### config.mk
export PLATFORM = sky130hd
export DESIGN_NAME = protection_burst_state_control
export DESIGN_NICKNAME = d
export VERILOG_FILES = /design/src/hdl/psc_pkg.sv /design/src/hdl/protection_burst_state_control.sv
export SDC_FILE = /design/constraint.sdc
export NUM_CORES = 1
export LEC_CHECK = 0
export BUFFER_PORTS_ARGS = -buffer_cell sky130_fd_sc_hd__buf_4
export CORE_MARGIN = 2
export CORE_UTILIZATION = 40
export CTS_CLUSTER_DIAMETER = 100
export DETAILED_ROUTE_END_ITERATION = 10
export PLACE_DENSITY = 0.61
export SLEW_MARGIN = 20
export SYNTH_ARGS = -nofsm -noshare
export SYNTH_HDL_FRONTEND = slang
export SYNTH_SLANG_ARGS = --single-unit
### constraint.sdc
create_clock -name clk_sys -period 3.42 [get_ports clk_sys]
set_input_delay 0.513 -clock clk_sys [delete_from_list [all_inputs] [get_ports clk_sys]]
set_output_delay 0.513 -clock clk_sys [all_outputs]
set_load 0.01 [all_outputs]
### src/hdl/psc_pkg.sv
package psc_pkg;
  // state codes of the control sequencer
  typedef enum logic [3:0] {
    ST_DISABLED,     // enable pin low, whole ic off
    ST_STARTUP,      // normal start-up: supply charge, boost charge
    ST_OPER,         // operational supply
    ST_BURST_WIND,   // burst entry: waiting for bridge stop, and pfc stop or boost regulation
    ST_BURST_STOP,   // power-saving burst-off period
    ST_HB_OFF,       // only the half-bridge disabled by the enable pin
    ST_RESTART,      // restart timing
    ST_PROT_SD,      // latched protection shutdown
    ST_THERMAL       // thermal hold
  } psc_state_e;

  // timer pin activity
  typedef enum logic [1:0] {
    TMR_IDLE,        // no error, capacitor bleeds through resistor
    TMR_PROT,        // protection timing: slow charge
    TMR_RST_CHG,     // restart timing: fast charge to upper level
    TMR_RST_DECAY    // restart timing: pin high impedance, decay
  } tmr_mode_e;

  // synchroniser depth
  localparam int SYNC_STAGES = 2;
  // number of comparator flags synchronised
  localparam int N_FLAGS = 13;
  // value of every state flip-flop after reset
  localparam logic RST_LEVEL = 1'b0;
endpackage

### src/hdl/protection_burst_state_control.sv
module protection_burst_state_control
  import psc_pkg::*;
(
  // clock and reset
  input  wire logic clk_sys,
  input  wire logic rst,
  // enable pin comparators
  input  wire logic en_above_pfc,      // pin above pfc threshold
  input  wire logic en_above_ic,       // pin above whole-ic threshold
  // supply and temperature flags
  input  wire logic supplies_rst,      // both supplies below reset levels
  input  wire logic supplies_ready,    // start levels reached
  input  wire logic otp_active,        // over-temperature, with hysteresis
  // mains sense comparators
  input  wire logic mains_below_rst,   // below reset level
  input  wire logic mains_above_hys,   // above reset level plus hysteresis
  // output sense comparators
  input  wire logic output_sense_ovp,  // above overvoltage threshold
  input  wire logic output_sense_fsp,  // below failed-start threshold
  // burst sense comparators
  input  wire logic burst_below,       // below switching level
  input  wire logic burst_above_hys,   // above level plus hysteresis
  // controller status
  input  wire logic pfc_stopped,       // pfc not switching
  input  wire logic boost_in_reg,      // boost at regulation level
  input  wire logic low_side_gate,     // low-side stroke active
  // timer pin comparators
  input  wire logic timer_above_upper, // timer_rc_pin at upper level
  input  wire logic timer_below_lower, // timer_rc_pin below lower level
  // controller enables
  output logic      pfc_enable,
  output logic      pfc_soft_stop,     // pfc soft-stop request
  output logic      pfc_soft_start,    // pfc restart with soft-start
  output logic      hb_enable,
  output logic      hb_soft_start,     // half-bridge soft-start
  output logic      hb_low_side_hold,  // force low side on, high off
  // supply charge enables
  output logic      ic_supply_charge,
  output logic      regulated_supply_charge,
  // timer pin drive
  output logic      timer_slow_charge,
  output logic      timer_fast_charge,
  output logic      timer_discharge,
  // pin drive and status
  output logic      output_sense_pull_low,
  output logic      burst_hys_sink,
  output psc_state_e state
);

  // ---- synchronisers ----
  // flags packed so one two-stage chain serves all; stage one is read only
  // by stage two, keeping metastability out of the decision logic
  logic [N_FLAGS-1:0] raw_w;
  logic [N_FLAGS-1:0] meta_r;          // first stage
  logic [N_FLAGS-1:0] sync_r;          // second stage, the only one used

  assign raw_w = {en_above_pfc, en_above_ic, supplies_rst, otp_active,
                  mains_below_rst, mains_above_hys, output_sense_ovp,
                  output_sense_fsp, burst_below, burst_above_hys,
                  timer_above_upper, timer_below_lower, supplies_ready};

  // two flip-flops per comparator flag
  always_ff @(posedge clk_sys) begin
    if (rst) begin
      meta_r <= '0;
      sync_r <= '0;
    end else begin
      meta_r <= raw_w;
      sync_r <= meta_r;
    end
  end

  // named views of the synchronised flags
  wire s_en_pfc   = sync_r[12];
  wire s_en_ic    = sync_r[11];
  wire s_sup_rst  = sync_r[10];
  wire s_otp      = sync_r[9];
  wire s_mains_lo = sync_r[8];
  wire s_mains_hi = sync_r[7];
  wire s_ovp      = sync_r[6];
  wire s_fsp      = sync_r[5];
  wire s_burst_lo = sync_r[4];
  wire s_burst_hi = sync_r[3];
  wire s_tmr_up   = sync_r[2];
  wire s_tmr_lo   = sync_r[1];
  wire s_ready    = sync_r[0];

  // status from the controllers is internal digital, used directly
  wire hb_stopped_w = low_side_gate;

  // ---- state registers ----
  psc_state_e state_r, state_nxt;
  tmr_mode_e  tmr_r, tmr_nxt;
  logic       mains_dipped_r, mains_dipped_nxt; // mains fell below reset
  logic       burst_armed_r, burst_armed_nxt;   // output reached fsp once
  logic       hb_halted_r, hb_halted_nxt;       // bridge stopped at low side
  // fast-charge cycles: the upper flag may still show the level left by the
  // protection timer until the synchroniser has seen the pin after entry
  logic [1:0] chg_cnt_r, chg_cnt_nxt;
  wire        chg_settled_w = chg_cnt_r == 2'(SYNC_STAGES + 1);

  // ---- decode ----
  // timer expiry: own charge reached upper, or an external drive
  wire tmr_expired_w = (tmr_r == TMR_PROT) && s_tmr_up;
  wire ext_restart_w = (tmr_r == TMR_IDLE) && s_tmr_up;
  wire fsp_timeout_w = tmr_expired_w && s_fsp;
  wire in_run_w      = (state_r == ST_STARTUP) || (state_r == ST_OPER) ||
                       (state_r == ST_BURST_WIND) || (state_r == ST_HB_OFF);
  wire pin_both_low  = !s_en_pfc && !s_en_ic;
  wire pin_hb_low    = s_en_pfc && !s_en_ic;
  // any of the three ways out of the latch
  wire mains_reset_w = mains_dipped_r && s_mains_hi;
  wire sd_clear_w    = s_sup_rst || mains_reset_w || pin_both_low;
  // bridge stopped, and pfc stopped or boost in regulation, before burst stop
  wire burst_quiet_w = (pfc_stopped || boost_in_reg) && hb_stopped_w;

  // ---- next state, priority thermal > shutdown > restart > pin > burst
  always_comb begin
    state_nxt = state_r;
    if (s_otp) begin
      state_nxt = ST_THERMAL;
    end else if (state_r == ST_THERMAL) begin
      state_nxt = ST_STARTUP;
    end else if (state_r == ST_PROT_SD) begin
      if (sd_clear_w) begin
        state_nxt = pin_both_low ? ST_DISABLED : ST_STARTUP;
      end
    end else if (in_run_w && s_ovp) begin
      state_nxt = ST_PROT_SD;
    end else if (state_r == ST_RESTART) begin
      if (tmr_r == TMR_RST_DECAY && s_tmr_lo) begin
        state_nxt = ST_STARTUP;
      end
    end else if (in_run_w && (fsp_timeout_w || ext_restart_w)) begin
      state_nxt = ST_RESTART;
    end else begin
      case (state_r)
        ST_DISABLED: begin
          if (s_en_pfc && s_en_ic) begin
            state_nxt = ST_STARTUP;
          end
        end
        ST_STARTUP: begin
          if (pin_both_low) begin
            state_nxt = ST_DISABLED;
          end else if (pin_hb_low) begin
            state_nxt = ST_HB_OFF;
          end else if (s_ready) begin
            state_nxt = ST_OPER;
          end
        end
        ST_OPER: begin
          if (pin_both_low) begin
            state_nxt = ST_DISABLED;
          end else if (pin_hb_low) begin
            state_nxt = ST_HB_OFF;
          end else if (burst_armed_r && s_burst_lo) begin
            state_nxt = ST_BURST_WIND;
          end
        end
        ST_BURST_WIND: begin
          if (pin_both_low) begin
            state_nxt = ST_DISABLED;
          end else if (burst_quiet_w) begin
            state_nxt = ST_BURST_STOP;
          end
        end
        ST_BURST_STOP: begin
          if (pin_both_low) begin
            state_nxt = ST_DISABLED;
          end else if (s_burst_hi) begin
            state_nxt = ST_OPER;
          end
        end
        ST_HB_OFF: begin
          if (pin_both_low) begin
            state_nxt = ST_DISABLED;
          end else if (s_en_ic) begin
            state_nxt = ST_OPER;
          end
        end
        default: state_nxt = ST_DISABLED;
      endcase
    end
  end

  // ---- timer mode, restart timing only inside the restart state
  always_comb begin
    tmr_nxt = TMR_IDLE;
    if (state_nxt == ST_RESTART) begin
      // fast charge on entry, decay once the upper level is reached
      if (state_r != ST_RESTART) begin
        tmr_nxt = TMR_RST_CHG;
      end else if (tmr_r == TMR_RST_CHG && s_tmr_up && chg_settled_w) begin
        tmr_nxt = TMR_RST_DECAY;
      end else begin
        tmr_nxt = tmr_r;
      end
    end else if (tmr_expired_w) begin
      tmr_nxt = TMR_IDLE;
    end else if (in_run_w && s_fsp) begin
      tmr_nxt = TMR_PROT;
    end else begin
      tmr_nxt = TMR_IDLE;
    end
  end

  // ---- side flags
  always_comb begin
    mains_dipped_nxt = mains_dipped_r;
    if (state_r != ST_PROT_SD || mains_reset_w) begin
      mains_dipped_nxt = 1'b0;
    end else if (s_mains_lo) begin
      mains_dipped_nxt = 1'b1;
    end
    burst_armed_nxt = burst_armed_r;
    if (state_nxt == ST_DISABLED || state_nxt == ST_RESTART ||
        state_nxt == ST_PROT_SD || state_nxt == ST_THERMAL) begin
      burst_armed_nxt = 1'b0;
    end else if (!s_fsp && in_run_w) begin
      burst_armed_nxt = 1'b1;
    end
    // counts up while fast charging, back to zero otherwise
    chg_cnt_nxt = 2'h0;
    if (tmr_r == TMR_RST_CHG) begin
      chg_cnt_nxt = chg_settled_w ? chg_cnt_r : chg_cnt_r + 2'h1;
    end
    // bridge halts at its low-side stroke
    hb_halted_nxt  = hb_halted_r;
    if (state_nxt != ST_DISABLED && state_nxt != ST_HB_OFF) begin
      hb_halted_nxt = 1'b0;
    end else if (hb_stopped_w) begin
      hb_halted_nxt = 1'b1;
    end
  end

  // ---- outputs, all registered
  wire run_pfc_w = (state_nxt == ST_STARTUP && s_ready) ||
                   state_nxt == ST_OPER || state_nxt == ST_HB_OFF ||
                   state_nxt == ST_BURST_WIND;
  // a running bridge finishes its stroke; a stopped one stays stopped
  wire run_hb_w  = state_nxt == ST_OPER || state_nxt == ST_BURST_WIND ||
                   ((state_nxt == ST_DISABLED || state_nxt == ST_HB_OFF) &&
                    !hb_halted_nxt && hb_enable);

  always_ff @(posedge clk_sys) begin
    if (rst) begin
      state_r                 <= ST_DISABLED;
      tmr_r                   <= TMR_IDLE;
      mains_dipped_r          <= RST_LEVEL;
      burst_armed_r           <= RST_LEVEL;
      chg_cnt_r               <= {2{RST_LEVEL}};
      hb_halted_r             <= RST_LEVEL;
      pfc_enable              <= RST_LEVEL;
      pfc_soft_stop           <= RST_LEVEL;
      pfc_soft_start          <= RST_LEVEL;
      hb_enable               <= RST_LEVEL;
      hb_soft_start           <= RST_LEVEL;
      hb_low_side_hold        <= RST_LEVEL;
      ic_supply_charge        <= RST_LEVEL;
      regulated_supply_charge <= RST_LEVEL;
      timer_slow_charge       <= RST_LEVEL;
      timer_fast_charge       <= RST_LEVEL;
      timer_discharge         <= RST_LEVEL;
      output_sense_pull_low   <= RST_LEVEL;
      burst_hys_sink          <= RST_LEVEL;
      state                   <= ST_DISABLED;
    end else begin
      state_r        <= state_nxt;
      tmr_r          <= tmr_nxt;
      mains_dipped_r <= mains_dipped_nxt;
      burst_armed_r  <= burst_armed_nxt;
      chg_cnt_r      <= chg_cnt_nxt;
      hb_halted_r    <= hb_halted_nxt;
      state          <= state_nxt;
      pfc_enable     <= run_pfc_w;
      // soft-stop in burst entry once boost is at regulation
      pfc_soft_stop  <= (state_nxt == ST_BURST_WIND) && boost_in_reg;
      pfc_soft_start <= (state_nxt == ST_OPER) &&
                        (state_r == ST_BURST_STOP);
      hb_enable      <= run_hb_w;
      // half-bridge skips soft-start when leaving burst stop
      hb_soft_start  <= (state_nxt == ST_OPER) &&
                        (state_r == ST_STARTUP);
      hb_low_side_hold <= (state_nxt == ST_DISABLED ||
                           state_nxt == ST_HB_OFF) && hb_halted_nxt;
      ic_supply_charge <= state_nxt == ST_RESTART ||
                          state_nxt == ST_STARTUP;
      regulated_supply_charge <= state_nxt == ST_BURST_STOP ||
                                 (state_nxt == ST_STARTUP && s_ready) ||
                                 run_pfc_w;
      timer_slow_charge <= tmr_nxt == TMR_PROT;
      timer_fast_charge <= tmr_nxt == TMR_RST_CHG;
      // active discharge after expiry or after restart timing ends
      timer_discharge   <= tmr_expired_w ||
                           (state_r == ST_RESTART &&
                            state_nxt != ST_RESTART);
      output_sense_pull_low <= state_nxt == ST_BURST_STOP;
      burst_hys_sink    <= s_burst_lo;
    end
  end

  // ---- assertions
  a_shutdown_latch: assert property (@(posedge clk_sys) disable iff (rst)
    state_r == ST_PROT_SD && !s_otp && !sd_clear_w |=>
    state_r == ST_PROT_SD) else $error("shutdown left without reset");
  a_ovp_to_sd: assert property (@(posedge clk_sys) disable iff (rst)
    in_run_w && s_ovp && !s_otp |=> state_r == ST_PROT_SD)
    else $error("overvoltage missed");
  a_thermal_off: assert property (@(posedge clk_sys) disable iff (rst)
    s_otp |=> state_r == ST_THERMAL ##1 !pfc_enable && !hb_enable)
    else $error("thermal hold not off");
  a_restart_off: assert property (@(posedge clk_sys) disable iff (rst)
    state_r == ST_RESTART |-> !pfc_enable && !hb_enable &&
    !regulated_supply_charge) else $error("restart not off");
  a_fsp_restart: assert property (@(posedge clk_sys) disable iff (rst)
    in_run_w && fsp_timeout_w && !s_otp && !s_ovp |=>
    state_r == ST_RESTART) else $error("failed start missed");
  a_restart_timer: assert property (@(posedge clk_sys) disable iff (rst)
    timer_fast_charge |-> state_r == ST_RESTART)
    else $error("fast charge outside restart");
  a_hys_sink: assert property (@(posedge clk_sys) disable iff (rst)
    burst_hys_sink == $past(s_burst_lo) || $past(rst))
    else $error("hysteresis sink wrong");
  a_burst_pull: assert property (@(posedge clk_sys) disable iff (rst)
    output_sense_pull_low |-> state_r == ST_BURST_STOP && !pfc_enable)
    else $error("pull low outside burst stop");
  a_burst_armed: assert property (@(posedge clk_sys) disable iff (rst)
    state_r == ST_OPER && !burst_armed_r |=> state_r != ST_BURST_WIND)
    else $error("burst before fsp reached");

  c_burst_cycle: cover property (@(posedge clk_sys) disable iff (rst)
    state_r == ST_BURST_STOP ##[1:50] state_r == ST_OPER);
  c_restart_end: cover property (@(posedge clk_sys) disable iff (rst)
    state_r == ST_RESTART ##1 state_r == ST_STARTUP);
  c_sd_mains: cover property (@(posedge clk_sys) disable iff (rst)
    state_r == ST_PROT_SD && mains_reset_w);
  c_hb_off: cover property (@(posedge clk_sys) disable iff (rst)
    state_r == ST_HB_OFF && hb_low_side_hold);

endmodule

==> reports/metrics.yaml <==
drt:
  drt_first_pass_iters: 4
  vias: 1484
  wl_per_cell_um: 12.1
  detail-route-antenna-nets: 0
  first_iter_violations: 80
  routed_wl_um: 3630
  drc: 0
  via_per_inst: 4.96
synthesis:
  synthXorXnorAreaFrac_pct: 0.430
  synth-edff-count: 0
  yosysTopAreaCell: "dfxtp_1"
  synth_simple_gate_area_share_pct: 30.1
  synthMuxAreaShare_pct: 1.60
  syn_area_per_cell_um2: 10.0
  ys_top_cells_by_area: "dfxtp_1 (48%), nor2b_1 (9.5%), nor2_1 (3.0%)"
  synthArstFlopShare_pct: 0
  ys_types: 56
  synth_cells: 203
  synth_common_cells: "dfxtp_1 (49), nor2b_1 (31), nor2_1 (16), a21oi_1 (7)"
  syn_area_um2: 2040
  synth_compound_area_share_pct: 14.1
  ys_ff_latch: 49
  post-synth-top-count-cell: "dfxtp_1"
  synth_top_area_share_pct: 48.2
  synthFlopType: "dfxtp_1"
  synth_nets: 222
  synth_adder_area_share_pct: 0.615
  synth_top_family_by_area: "simple AND/OR/NAND/NOR gates"
  ys.warnings.count: 0
  ys_seq_area_share_pct: 48.2
critical_path:
  cp-end-kind: "flop"
  slowest_delay_ps: 730
  crit_chain: "or4b_4 > o32ai_2 > nor4_1 > o21ai_1 > buf_4 > nand2b_2 > mux2_2"
  cp.arrival_ps: 2800
  regToRegStartpoint: "state_r[0]$_SDFF_PP0_"
  slowest_stage: "dfxtp_1"
  criticalPathCategory: "flop to flop"
  worstPathMaxFanout: 19
  r2r_end: "tmr_r[0]$_SDFF_PP0_"
  timing.reg2reg.setup_slack_ps: 810
  ff2ff_path_depth: 7
  worstSetupStartpointType: "flop"
  critPathRequiredTime_ps: 3610
cells_and_area:
  syn2layout_area_growth_pct: 17.9
  drive_gt1_share_pct: 23.7
  fin_area_um2: 2400
  post-route-util_pct: 49.8
  antennaDiodeCount: 0
  fin_nets: 251
power_and_ir_drop:
  leakagePower_uw: 0.000932
  power-per-cell-area_nw_per_um2: 442
  ir_worst_vdd_v: 0.000205
  p_total_uw: 1060
place:
  io_buffers: 34
  dp_hpwl_um: 2450
  finalWeightedCongestion: 0.856
  place_area_um2: 2300
  pre_cts_slack_ps: 884
clock_tree:
  cts_hold_buf: 0
  clkLatencyLatePin_ps: 300
  cts_setup_buffers: 0
  clock-sinks: 49
  h-tree-depth: 2
  cts_buffer_depth: 2
  cts_made_buffers: 5
  cts_tree: "yes"
  root_buffer: "clkbuf_8"
  clk_pin_slew_ps: 90
  cts_resized: 0
timing:
  rsz0062_at_grt: "false"
  slew_headroom_pct: 52.2
  skew_ps: 7.43
  setup_ws_ps: 808
  fin_crit_sh_pct: 76.4
  clock.fmax_mhz: 383
  hold_viol_final: 0
  final_max_slew_viol_count: 0
  worst_slew_pin_slew_ps: 716
  final-setup-viol-count: 0
  tns_ps: 0
  period_minus_slack_ps: 2610
global_routing:
  grt_pass1_wl_um: 6050
  grt_max_degree: 49
  grt_use_met1_pct: 18.9
  track_usage_pct: 14.0
  grt_use_met2_pct: 20.9
  grt-busiest-layer: "met2"
  grt_pass1_vias: 1346
  gr-total-overflow: 0
  use_met3_pct: 4.50
  antenna_found_initial: 0
run_status:
  outcome: "finished clean"
floorplan:
  die_y_um: 75.3
  die_w_um: 75.3
  ios: 35
  num_rows: 25
  coreArea_um2: 4820
  start_util_pct: 42.3
  die-area_um2: 5680
hold_path:
  worstHoldPathCells: 2
  min_from: "en_above_ic"
  hold_path.class: "input port to flop"
  min_to: "meta_r[11]$_SDFF_PP0_"
job:
  maxCapViolations: 0
[kinds of logic (layout without fill, tap and decap cells)]
group | after synthesis | count (layout)
buffers and inverters | 17 | 46
AOI/OAI and AO/OA | 38 | 38
muxes | 3 | 3
adders and majority gates | 1 | 1
and+or+nand+nor | 94 | 94
DFF | 49 | 49
xor gates and xnor gates | 1 | 1
[layout by cell type (no fill, tap or decap), drive strengths merged, types with 2 or more instances in the layout]
cell	count
o21a	3
buf	35
mux2	2
dfxtp	49
nor2	16
nand4	2
clkbuf	5
a21oi	8
a211oi	5
a31oi	4
or3	4
nand4bb	2
o22ai	3
nand2b	5
nor3b	5
nor2b	31
or4b	3
nand2	5
inv	4
nor4b	3
o211ai	2
nor3	5
nor4	4
o21ai	3
[worst max-delay path: cells and delay by family, from the launching register on]
family / cells / cell delay (ps)
buffers and inverters: 1 / 190
multiplexers: 1 / 350
AND/OR/NAND/NOR: 3 / 860
AO/OA/AOI/OAI: 2 / 360
flip-flops: 1 / 730
[sequential cells by signal (all words and copies together) (netlist names), 2 cells and up]
| register | flops |
|---|---|
| state_r | 4 |
| sync_r | 13 |
| meta_r | 13 |
| chg_cnt_r | 2 |
| tmr_r | 2 |
[metrics by stage]
step,instances,hold slack [ps]
after floorplan,203,414
after global placement,292,419
after detailed placement,292,421
after CTS,299,414
after global routing,299,413
final,299,421
[routing by layer]
layer | part of all wire, % | wire (um)
met1 | 50 | 1830
met2 | 42 | 1520
met3 | 6.3 | 230
met4 | 1.3 | 46
met5 | 0 | 0
[area by class of cell]
cell class / count / area [um^2]
well taps: 67 / 83.8
fillers: 488 / 2420
inverters: 4 / 15.0
repair buffers: 35 / 263
multi-input cells: 137 / 955
flip-flops and latches: 49 / 981
clock buffers: 5 / 68.8
clock inverters: 2 / 35.0
[worst max path at each step]
stage                                      from                           end  slack [ps]
after global placement    state_r[0]$_SDFF_PP0_  timer_slow_charge$_SDFF_PP0_         930
after detailed placement  state_r[0]$_SDFF_PP0_           tmr_r[0]$_SDFF_PP0_         880
after floorplan           state_r[0]$_SDFF_PP0_  timer_slow_charge$_SDFF_PP0_        1330
final                     state_r[0]$_SDFF_PP0_           tmr_r[0]$_SDFF_PP0_         810
after global routing      state_r[0]$_SDFF_PP0_           tmr_r[0]$_SDFF_PP0_         650
after CTS                 state_r[0]$_SDFF_PP0_           tmr_r[0]$_SDFF_PP0_         840
[where the power goes]
group | internal (uW) | switching (uW)
logic | 36.8 | 29.9
registers | 588 | 12.0
clock network | 213 | 182
Power figures use the tool's default switching activity.
